===== config.mk =====
export PLATFORM = sky130hd
export DESIGN_NAME = sarcs_host_flat
export DESIGN_NICKNAME = d
export VERILOG_FILES = /design/src/logic/sarcs_pkg.sv /design/src/logic/sarcs_if.sv /design/src/logic/sarcs_host.sv /design/src/flat_wrapper.sv
export SDC_FILE = /design/constraint.sdc
export NUM_CORES = 1
export LEC_CHECK = 0
export BUFFER_PORTS_ARGS = -buffer_cell sky130_fd_sc_hd__buf_2
export CORE_MARGIN = 4
export CORE_UTILIZATION = 50
export CTS_CLUSTER_DIAMETER = 60
export DETAILED_ROUTE_END_ITERATION = 7
export MAX_ROUTING_LAYER = met4
export PLACE_DENSITY = 0.76
export SKIP_CTS_REPAIR_TIMING = 1
export SLEW_MARGIN = 10
export SYNTH_ARGS = -nofsm -noshare
export SYNTH_HDL_FRONTEND = slang
export SYNTH_SLANG_ARGS = --single-unit

===== constraint.sdc =====
create_clock -name clk_i -period 2.8 [get_ports clk_i]
set_input_delay 0.28 -clock clk_i [delete_from_list [all_inputs] [get_ports clk_i]]
set_output_delay 0.28 -clock clk_i [all_outputs]
set_load 0.02 [all_outputs]

===== src/logic/sarcs_pkg.sv =====
// shared constants, types and coding functions of the sar conversion sequencer
//
// Contract
// - short-cycle tap on bit N+1 stops after N
// - 10/8 bit runs need faster clock setting
// - host never exceeds max rate for resolution
// - results presented in complementary coding
// - external mode: trigger pulses step bit decisions
// - external pulse rate below internal clock rate
// - external pulse low time 100 to 300 ns
// - external N-bit conversion completes after N+1 pulses
// - free-running pulses give result per N+1; eoc gating
// - buffered input: settle before trigger falling edge (chained runs of a continuous external pulse train start with no settle)
// - trigger falling edge restarts a conversion (internal mode only here; in external mode it only starts one from idle)
// - eoc high in reset and conversion, low done
// - parallel result held until next trigger
// - decisions shifted out nrz, msb first, complemented
package sarcs_pkg;

	localparam int         DATA_W     = 12;
	localparam logic [11:0] MSB_TRIAL = 12'h800;
	localparam logic [11:0] DATA_RST  = 12'hfff;
	localparam logic [3:0]  BITS_MAX  = 4'hc;
	localparam logic [3:0]  TAP_FULL  = 4'hd;   // tap on the +5V rail: all bits
	localparam logic [3:0]  TAP_MIN   = 4'h2;

	// clock rate strap settings
	localparam logic [1:0] RATE_GND  = 2'h0;
	localparam logic [1:0] RATE_5V   = 2'h1;
	localparam logic [1:0] RATE_15V  = 2'h2;

	// resolution selections of the host
	localparam logic [1:0] RES_12    = 2'h0;
	localparam logic [1:0] RES_10    = 2'h1;
	localparam logic [1:0] RES_8     = 2'h2;
	localparam logic [3:0] BITS_10   = 4'ha;
	localparam logic [3:0] BITS_8    = 4'h8;

	// output coding selections
	localparam logic [1:0] CODE_UNI  = 2'h0;
	localparam logic [1:0] CODE_COB  = 2'h1;
	localparam logic [1:0] CODE_CTC  = 2'h2;

	// timing, in ns and in 5 ns cycles
	localparam int CLK_PERIOD_NS  = 5;
	localparam int START_LOW_NS   = 200;
	localparam int EXT_PERIOD_NS  = 1000;
	localparam int SETTLE_NS      = 3000;
	localparam int BIT_GND_NS     = 667;
	localparam int BIT_5V_NS      = 556;
	localparam int BIT_15V_NS     = 455;
	localparam logic [9:0] START_LOW_CYC  = 10'((START_LOW_NS + CLK_PERIOD_NS - 1) / CLK_PERIOD_NS);
	localparam logic [9:0] EXT_PERIOD_CYC = 10'((EXT_PERIOD_NS + CLK_PERIOD_NS - 1) / CLK_PERIOD_NS);
	localparam logic [9:0] EXT_HIGH_CYC   = 10'(EXT_PERIOD_CYC - START_LOW_CYC);
	localparam logic [9:0] SETTLE_CYC     = 10'((SETTLE_NS + CLK_PERIOD_NS - 1) / CLK_PERIOD_NS);
	localparam logic [7:0] BIT_GND_CYC    = 8'((BIT_GND_NS + CLK_PERIOD_NS - 1) / CLK_PERIOD_NS);
	localparam logic [7:0] BIT_5V_CYC     = 8'((BIT_5V_NS + CLK_PERIOD_NS - 1) / CLK_PERIOD_NS);
	localparam logic [7:0] BIT_15V_CYC    = 8'((BIT_15V_NS + CLK_PERIOD_NS - 1) / CLK_PERIOD_NS);

	// host register map and fields
	localparam logic [3:0] REG_CTRL  = 4'h0;
	localparam logic [3:0] REG_STAT  = 4'h4;
	localparam logic [3:0] REG_MASK  = 4'h8;
	localparam logic [3:0] REG_RSLT  = 4'hc;
	localparam int CTRL_GO       = 0;
	localparam int CTRL_EXT      = 1;
	localparam int CTRL_CONT     = 2;
	localparam int CTRL_BUF      = 3;
	localparam int CTRL_RES_LSB  = 4;
	localparam int CTRL_CODE_LSB = 6;
	localparam int STAT_DONE     = 0;
	localparam int STAT_OVR      = 1;
	localparam int RSLT_BUSY     = 12;

	typedef enum logic [1:0] {
		DEV_IDLE = 2'b00,
		DEV_CONV = 2'b01
	} sarcs_dev_state_t;

	typedef enum logic [2:0] {
		HST_IDLE   = 3'b000,
		HST_SETTLE = 3'b001,
		HST_LOW    = 3'b010,
		HST_HIGH   = 3'b011,
		HST_WAIT   = 3'b100
	} sarcs_hst_state_t;

	// bits resolved for a short-cycle tap (bit number N+1)
	function automatic logic [3:0] tap_bits(input logic [3:0] tap);
		if (tap >= TAP_MIN && tap <= TAP_FULL)
			return 4'(tap - 4'h1);
		return BITS_MAX;
	endfunction

	// resolution selection to bit count
	function automatic logic [3:0] res_bits(input logic [1:0] res);
		if (res == RES_10)
			return BITS_10;
		if (res == RES_8)
			return BITS_8;
		return BITS_MAX;
	endfunction

	// resolution selection to clock rate strap
	function automatic logic [1:0] res_rate(input logic [1:0] res);
		if (res == RES_10)
			return RATE_5V;
		if (res == RES_8)
			return RATE_15V;
		return RATE_GND;
	endfunction

	// internal bit period in cycles for a rate strap
	function automatic logic [7:0] rate_div(input logic [1:0] rate);
		if (rate == RATE_5V)
			return BIT_5V_CYC;
		if (rate == RATE_15V)
			return BIT_15V_CYC;
		return BIT_GND_CYC;
	endfunction

	// true binary sar result to complementary output code
	function automatic logic [11:0] encode(input logic [11:0] r, input logic [1:0] code);
		if (code == CODE_CTC)
			return {r[11], ~r[10:0]};
		return ~r;
	endfunction

endpackage


===== src/logic/sarcs_if.sv =====
// link between host logic and the converter sequencer
`timescale 1ns/1ps
interface sarcs_if;
	logic        start_n;    // conversion trigger, active low edge
	logic        ext_mode;   // trigger pulses act as bit clock
	logic [3:0]  sc_tap;     // short-cycle tap, bit number N+1
	logic [1:0]  clk_rate;   // clock rate strap
	logic [1:0]  code_sel;   // output coding
	logic        eoc;        // end of conversion status
	logic [11:0] data;       // parallel result
	logic        ser;        // nrz serial decisions

	modport dev (
		input  start_n, ext_mode, sc_tap, clk_rate, code_sel,
		output eoc, data, ser
	);
	modport host (
		output start_n, ext_mode, sc_tap, clk_rate, code_sel,
		input  eoc, data, ser
	);
endinterface


===== src/logic/sarcs_host.sv =====
// host end: register port, trigger and pulse generation, result capture
//
// The implementer's own choices: strobed register access and the register offsets.
`timescale 1ns/1ps
module sarcs_host (
	// clock, reset, enable
	input  wire logic        clk_i,
	input  wire logic        rst_n_i,
	input  wire logic        ce_i,
	// register port
	input  wire logic [3:0]  addr_i,
	input  wire logic [31:0] wdata_i,
	input  wire logic        we_i,
	input  wire logic        re_i,
	output logic [31:0]      rdata_o,
	output logic             irq_o,
	// link to converter
	sarcs_if.host            lnk
);

	sarcs_pkg::sarcs_hst_state_t state;
	sarcs_pkg::sarcs_hst_state_t next_state;

	logic        ext, cont, bufd, start_n, eoc_q;
	logic [3:0]  tap;
	logic [1:0]  rate, code, stat, imask, pcnt;
	logic [1:0]  res;
	logic [9:0]  cnt;
	logic [11:0] result;

	logic        next_ext, next_cont, next_bufd, next_start_n, next_irq;
	logic [3:0]  next_tap;
	logic [1:0]  next_rate, next_code, next_stat, next_imask, next_pcnt;
	logic [9:0]  next_cnt;
	logic [11:0] next_result;
	logic [31:0] next_rdata;

	logic ctrl_wr, go, eoc_fall, idle;

	assign ctrl_wr  = we_i & (addr_i == sarcs_pkg::REG_CTRL);
	assign go       = ctrl_wr & wdata_i[sarcs_pkg::CTRL_GO];
	assign eoc_fall = eoc_q & ~lnk.eoc;
	assign idle     = (state == sarcs_pkg::HST_IDLE);
	assign res      = wdata_i[sarcs_pkg::CTRL_RES_LSB +: 2];

	assign lnk.start_n  = start_n;
	assign lnk.ext_mode = ext;
	assign lnk.sc_tap   = tap;
	assign lnk.clk_rate = rate;
	assign lnk.code_sel = code;

	// configuration: frozen while busy except the continuous bit
	always_comb begin
		next_ext  = ext;
		next_bufd = bufd;
		next_tap  = tap;
		next_rate = rate;
		next_code = code;
		next_cont = cont;
		if (ctrl_wr) begin
			next_cont = wdata_i[sarcs_pkg::CTRL_CONT];
			if (idle) begin
				next_ext  = wdata_i[sarcs_pkg::CTRL_EXT];
				next_bufd = wdata_i[sarcs_pkg::CTRL_BUF];
				next_tap  = 4'(sarcs_pkg::res_bits(res) + 4'h1);
				next_rate = sarcs_pkg::res_rate(res);
				next_code = wdata_i[sarcs_pkg::CTRL_CODE_LSB +: 2];
			end
		end
	end

	// trigger sequencer; external period of 1 us is slower than any
	// internal bit period, so no resolution is overdriven
	always_comb begin
		next_state   = state;
		next_cnt     = 10'(cnt + 10'h1);
		next_start_n = 1'b1;
		next_pcnt    = pcnt;
		case (state)
			sarcs_pkg::HST_IDLE: begin
				next_cnt = '0;
				if (go) begin
					next_pcnt  = '0;
					next_state = next_bufd ? sarcs_pkg::HST_SETTLE : sarcs_pkg::HST_LOW;
					next_start_n = next_bufd;
				end
			end
			sarcs_pkg::HST_SETTLE: begin
				if (next_cnt == sarcs_pkg::SETTLE_CYC) begin
					next_cnt     = '0;
					next_state   = sarcs_pkg::HST_LOW;
					next_start_n = 1'b0;
				end
			end
			sarcs_pkg::HST_LOW: begin
				next_start_n = 1'b0;
				if (next_cnt == sarcs_pkg::START_LOW_CYC) begin
					next_cnt     = '0;
					next_start_n = 1'b1;
					next_pcnt    = (pcnt == 2'h2) ? pcnt : 2'(pcnt + 2'h1);
					next_state   = ext ? sarcs_pkg::HST_HIGH : sarcs_pkg::HST_WAIT;
				end
			end
			sarcs_pkg::HST_HIGH: begin
				if (next_cnt == sarcs_pkg::EXT_HIGH_CYC) begin
					next_cnt = '0;
					// with continuous off, eoc gates the train once a run has finished
					if (!cont && pcnt == 2'h2 && !lnk.eoc) begin
						next_state = sarcs_pkg::HST_IDLE;
					end else begin
						next_state   = sarcs_pkg::HST_LOW;
						next_start_n = 1'b0;
					end
				end
			end
			sarcs_pkg::HST_WAIT: begin
				next_cnt = '0;
				if (eoc_fall) begin
					next_state = !cont ? sarcs_pkg::HST_IDLE :
						bufd ? sarcs_pkg::HST_SETTLE : sarcs_pkg::HST_LOW;
					next_start_n = !cont | bufd;
				end
			end
			default: begin
				next_state = sarcs_pkg::HST_IDLE;
			end
		endcase
	end

	// capture, sticky status (set beats write-one clear) and interrupt
	always_comb begin
		logic [1:0] set, clr;
		set = '0;
		clr = '0;
		next_result = result;
		if (eoc_fall && !idle) begin
			next_result = lnk.data;
			set[sarcs_pkg::STAT_DONE] = 1'b1;
			set[sarcs_pkg::STAT_OVR]  = stat[sarcs_pkg::STAT_DONE];
		end
		if (we_i && addr_i == sarcs_pkg::REG_STAT)
			clr = wdata_i[1:0];
		next_stat  = (stat & ~clr) | set;
		next_imask = (we_i && addr_i == sarcs_pkg::REG_MASK) ? wdata_i[1:0] : imask;
		next_irq   = |(next_stat & next_imask);
	end

	// read data the cycle after the strobe, zero otherwise
	always_comb begin
		next_rdata = '0;
		if (!re_i)
			next_rdata = '0;
		else if (addr_i == sarcs_pkg::REG_CTRL)
			next_rdata = {24'h0, code, 2'(res_sel(tap)), bufd, cont, ext, 1'b0};
		else if (addr_i == sarcs_pkg::REG_STAT)
			next_rdata = {30'h0, stat};
		else if (addr_i == sarcs_pkg::REG_MASK)
			next_rdata = {30'h0, imask};
		else if (addr_i == sarcs_pkg::REG_RSLT)
			next_rdata = {19'h0, !idle, result};
	end

	// tap back to resolution code for readback
	function automatic logic [1:0] res_sel(input logic [3:0] t);
		if (t == 4'(sarcs_pkg::BITS_10 + 4'h1))
			return sarcs_pkg::RES_10;
		if (t == 4'(sarcs_pkg::BITS_8 + 4'h1))
			return sarcs_pkg::RES_8;
		return sarcs_pkg::RES_12;
	endfunction

	always_ff @(posedge clk_i) begin
		if (!rst_n_i) begin
			state   <= sarcs_pkg::HST_IDLE;
			ext     <= 1'b0;
			cont    <= 1'b0;
			bufd    <= 1'b0;
			tap     <= sarcs_pkg::TAP_FULL;
			rate    <= sarcs_pkg::RATE_GND;
			code    <= sarcs_pkg::CODE_UNI;
			start_n <= 1'b1;
			eoc_q   <= 1'b1;
			cnt     <= '0;
			pcnt    <= '0;
			result  <= '0;
			stat    <= '0;
			imask   <= '0;
			irq_o   <= 1'b0;
			rdata_o <= '0;
		end else if (ce_i) begin
			state   <= next_state;
			ext     <= next_ext;
			cont    <= next_cont;
			bufd    <= next_bufd;
			tap     <= next_tap;
			rate    <= next_rate;
			code    <= next_code;
			start_n <= next_start_n;
			eoc_q   <= lnk.eoc;
			cnt     <= next_cnt;
			pcnt    <= next_pcnt;
			result  <= next_result;
			stat    <= next_stat;
			imask   <= next_imask;
			irq_o   <= next_irq;
			rdata_o <= next_rdata;
		end
	end
endmodule // sarcs_host


===== src/flat_wrapper.sv =====
// flat-port wrapper written by rule: the top's interface ports become plain ports
module sarcs_host_flat 
  (clk_i, rst_n_i, ce_i, addr_i, wdata_i, we_i, re_i, rdata_o, irq_o, lnk_start_n, lnk_ext_mode, lnk_sc_tap, lnk_clk_rate, lnk_code_sel, lnk_eoc, lnk_data, lnk_ser);
  sarcs_if lnk_i ();
  input  wire logic clk_i;
  input  wire logic rst_n_i;
  input  wire logic ce_i;
  input  wire logic [3:0] addr_i;
  input  wire logic [31:0] wdata_i;
  input  wire logic we_i;
  input  wire logic re_i;
  output logic [31:0] rdata_o;
  output logic irq_o;
  output wire logic [$bits(lnk_i.start_n)-1:0] lnk_start_n;
  output wire logic [$bits(lnk_i.ext_mode)-1:0] lnk_ext_mode;
  output wire logic [$bits(lnk_i.sc_tap)-1:0] lnk_sc_tap;
  output wire logic [$bits(lnk_i.clk_rate)-1:0] lnk_clk_rate;
  output wire logic [$bits(lnk_i.code_sel)-1:0] lnk_code_sel;
  input wire logic [$bits(lnk_i.eoc)-1:0] lnk_eoc;
  input wire logic [$bits(lnk_i.data)-1:0] lnk_data;
  input wire logic [$bits(lnk_i.ser)-1:0] lnk_ser;
  assign lnk_start_n = lnk_i.start_n;
  assign lnk_ext_mode = lnk_i.ext_mode;
  assign lnk_sc_tap = lnk_i.sc_tap;
  assign lnk_clk_rate = lnk_i.clk_rate;
  assign lnk_code_sel = lnk_i.code_sel;
  assign lnk_i.eoc = lnk_eoc;
  assign lnk_i.data = lnk_data;
  assign lnk_i.ser = lnk_ser;
  sarcs_host u_core (.clk_i(clk_i), .rst_n_i(rst_n_i), .ce_i(ce_i), .addr_i(addr_i), .wdata_i(wdata_i), .we_i(we_i), .re_i(re_i), .rdata_o(rdata_o), .irq_o(irq_o), .lnk(lnk_i));
endmodule

==> summary.txt <==
Run status
  • Outcome: finished, final reports clean

Logic synthesis
  • Syn avg cell area: 8.17 um^2
  • Number of library cell types mapped by synthesis: between 60 and 70
  • Cells after Synth: 386
  • Synth warn: 0
  • Cell taking the most area after synthesis: dfxtp_1
  • Top FF cell, synth: dfxtp_1
  • Synth top area share: 0.349
  • Async set-reset flop share out of synthesis: 0
  • Flops & latches, synth: 55
  • Post-synth EDFFs: 0
  • Sequential area share after synthesis: 0.349
  • Cell Area, Synth: 3150 um^2
  • Synth area leaders: dfxtp_1 35%, mux2i_1 5.7%, nand2_1 5.7%

Power
  • Cell Pwr Density: 424 nW/um^2
  • Clk pwr share: 0.351
  • Pleak: roughly 1.4 nW
  • PnR Total Power: about 0.0014 W
  • Net Sw Frac: 0.268
  • Psw: ~0.00038 W
  • Sequential power share: 0.563
  • Int Power: 0.00103 W
  • Max VDD drop: 0.286 mV
  • Comb pwr share: 0.087

Worst setup path
  • Critical-path cell list: and4_4 -> and4_2 -> o211ai_1 -> a221o_1 -> a22oi_1 -> a2111oi_0
  • Crit-path leading delay family: compound AO/OA/AOI/OAI gates
  • WS Path Type: register to register
  • CP Capture Type: register
  • CP Launch Type: register
  • Largest stage delay, worst path: 600 ps
  • Crit path arrival time: 2650 ps
  • Worst path slowest cell: dfxtp_1
  • Worst Path Max Fanout: 13
  • WP buf/inv: 0
  • WP data required: 2990 ps

Floorplanning
  • # IOs: 98
  • DIE AREA: ~7600 um^2
  • Chip Width: 87.4 um
  • Die Y: 87.4 um
  • Core ar.: 6030 um^2
  • Starting density of the core: 0.523
  • Std cell rows: 28

Clock network
  • Clk sinks: 55
  • CTS buffer count: 5
  • CTS tree: built
  • Worst-Skew Late Latency: 320 ps
  • H-tree depth: 2
  • CTS root buf: clkbuf_8
  • Clk slew on worst S/H paths: roughly 110 ps
  • Max clock buf depth: 2

Layout
  • Most common cell after layout, fill and taps aside: dfxtp_1
  • Fin nets: between 400 and 500
  • # diodes: 0
  • Most frequent cells in the layout: 55 x dfxtp_1, 51 x buf_2, 48 x nand2_1
  • Fraction of layout instances using a drive strength above 1: 0.184
  • Number of fill cells: 585
  • Area grow syn2layout: 5.44%

Timing
  • Endpoints failing setup: 0
  • RSZ-0062 raised after global routing: false
  • Max Slew Vio Count: 0
  • Worst rel slew slack: 0.624
  • FMAX: 0.406 GHz
  • Post-route setup TNS: 0 ps
  • Post-layout minimum cycle time: 2470 ps
  • Final worst-path cycle share: 0.880
  • Slew at the pin closest to its max-slew limit: 563 ps
  • Final Hold Viols: 0
  • Worst Skew: between 8 and 9 ps
  • Final WS setup: approximately 330 ps

Drt
  • Initial DRC Count: 194
  • Vias per Instance: 5.66
  • Vias: 2790
  • DRC Markers: 0
  • Final WL: between 7 and 8 mm
  • Antenna-violating nets left: 0
  • DRT Pass-1 Iters: 6
  • Wirelength per Cell: 14.8 um

Job
  • Max Cap Viol: 0

Placed design
  • Buffers on Ports: between 50 and 60
  • Dpl hpwl: 5.18 mm
  • DP Worst Slack: 399 ps
  • GP Congestion: 0.858

GRT
  • Initial antenna violation count: 0
  • Largest net degree at the start of global routing: 35
  • Wire length of the first global-routing pass: 12.1 mm
  • Aggregate global routing overflow: 0
  • Vias in the first global route: 2551
  • GR Util All Layers: 0.203

Min path
  • Hold Path Class: input port to register
final cells by class:
cell class	count	area, um^2	area share
Multi-Input combinational cell	293	1720	0.517
Sequential cell	55	1100	0.331
Inverter	7	26.3	0.00790
Timing Repair Buffer	55	285	0.0858
Clock buffer	6	82.6	0.0248
Tap cell	75	93.8	0.0282
Clock inverter	2	17.5	0.00527
cell families (layout without fill, tap and decap cells):
kind of cell	after synthesis	count (layout)	share of synthesized area
xor+xnor	9	9	0.0250
mux	19	19	0.0607
fa+ha+maj	4	4	0.0159
flops	55	55	0.349
buf+inv	57	70	0.129
other cells	2	21	0.00238
compound gates	91	91	0.191
simple gates	149	149	0.227
Yosys cell counts, types with 2 or more instances:
library cell,n
buf_6,4
clkbuf_8,7
ha_1,4
a21o_1,2
inv_1,6
a221oi_1,2
nor3_1,11
a31oi_1,3
nand2_1,48
a222oi_1,5
o21ai_0,18
dfxtp_1,55
or3_1,4
nor2_1,39
nand4_1,6
nand2b_1,3
xnor2_1,5
o21a_1,2
nand3b_1,2
a211oi_1,4
or2_2,2
nand3_1,12
a21oi_1,32
nor4_1,4
xor2_1,4
nor4b_1,2
and3_1,2
conb_1,2
mux2i_1,18
buf_4,22
nor2b_1,4
clkbuf_1,13
a22oi_1,5
sequential cells by signal, indices dropped and copies added (netlist names), 2 cells and up:
signal / flops
u_core.rdata_o: 13
u_core.result: 12
u_core.cnt: 10
u_core.state: 3
u_core.imask: 2
u_core.lnk.clk_rate: 2
u_core.lnk.code_sel: 2
u_core.pcnt: 2
u_core.stat: 2
power by group through the flow:
| stage | sequential (W) | clock (W) | combinational (W) |
|---|---|---|---|
| CTS | 0.000793 | 0.000503 | 0.000121 |
| global placement | 0.000810 | 0 | 0.000119 |
| floorplan | 0.000811 | 0 | 0.000104 |
| finish | 0.000793 | 0.000494 | 0.000122 |
| detailed placement | 0.000811 | 0 | 0.000120 |
| global route | 0.000794 | 0.000531 | 0.000135 |
stage by stage:
stage           util  hold slack (ps)  cell area [um^2]  instances
2_1_floorplan      -              409              3220        405
3_3_place_gp   0.535              443              3220        485
3_5_place_dp   0.535              449              3220        485
4_1_cts        0.552              174              3320        493
5_1_grt        0.552              187              3320        493
6_report       0.552              178              3320        493
tightest hold or removal path, cell delays in order:
cell     delay [ps]
buf_2           100
nand2_1          40
a21oi_1          50
routing by layer:
layer  wire length [um]  track usage
met4                116       0.0781
met5                  0            -
met3                434       0.0350
met2               3520        0.317
met1               3220        0.261
path summary, 6_finish.rpt:
check | from | endpoint | slack [ps] | cells past startpoint
hold / removal | lnk_data[3] | u_core.result[3]$_SDFFE_PN0P_ | 180 | 3
setup / recovery | u_core.cnt[3]$_SDFFE_PN0P_ | u_core.cnt[2]$_SDFFE_PN0P_ | 330 | 6
hold reg to reg | u_core.result[10]$_SDFFE_PN0P_ | u_core.result[10]$_SDFFE_PN0P_ | 470 | 2
setup reg to reg | u_core.cnt[3]$_SDFFE_PN0P_ | u_core.cnt[2]$_SDFFE_PN0P_ | 330 | 6
(Power assumes the default switching activity.)
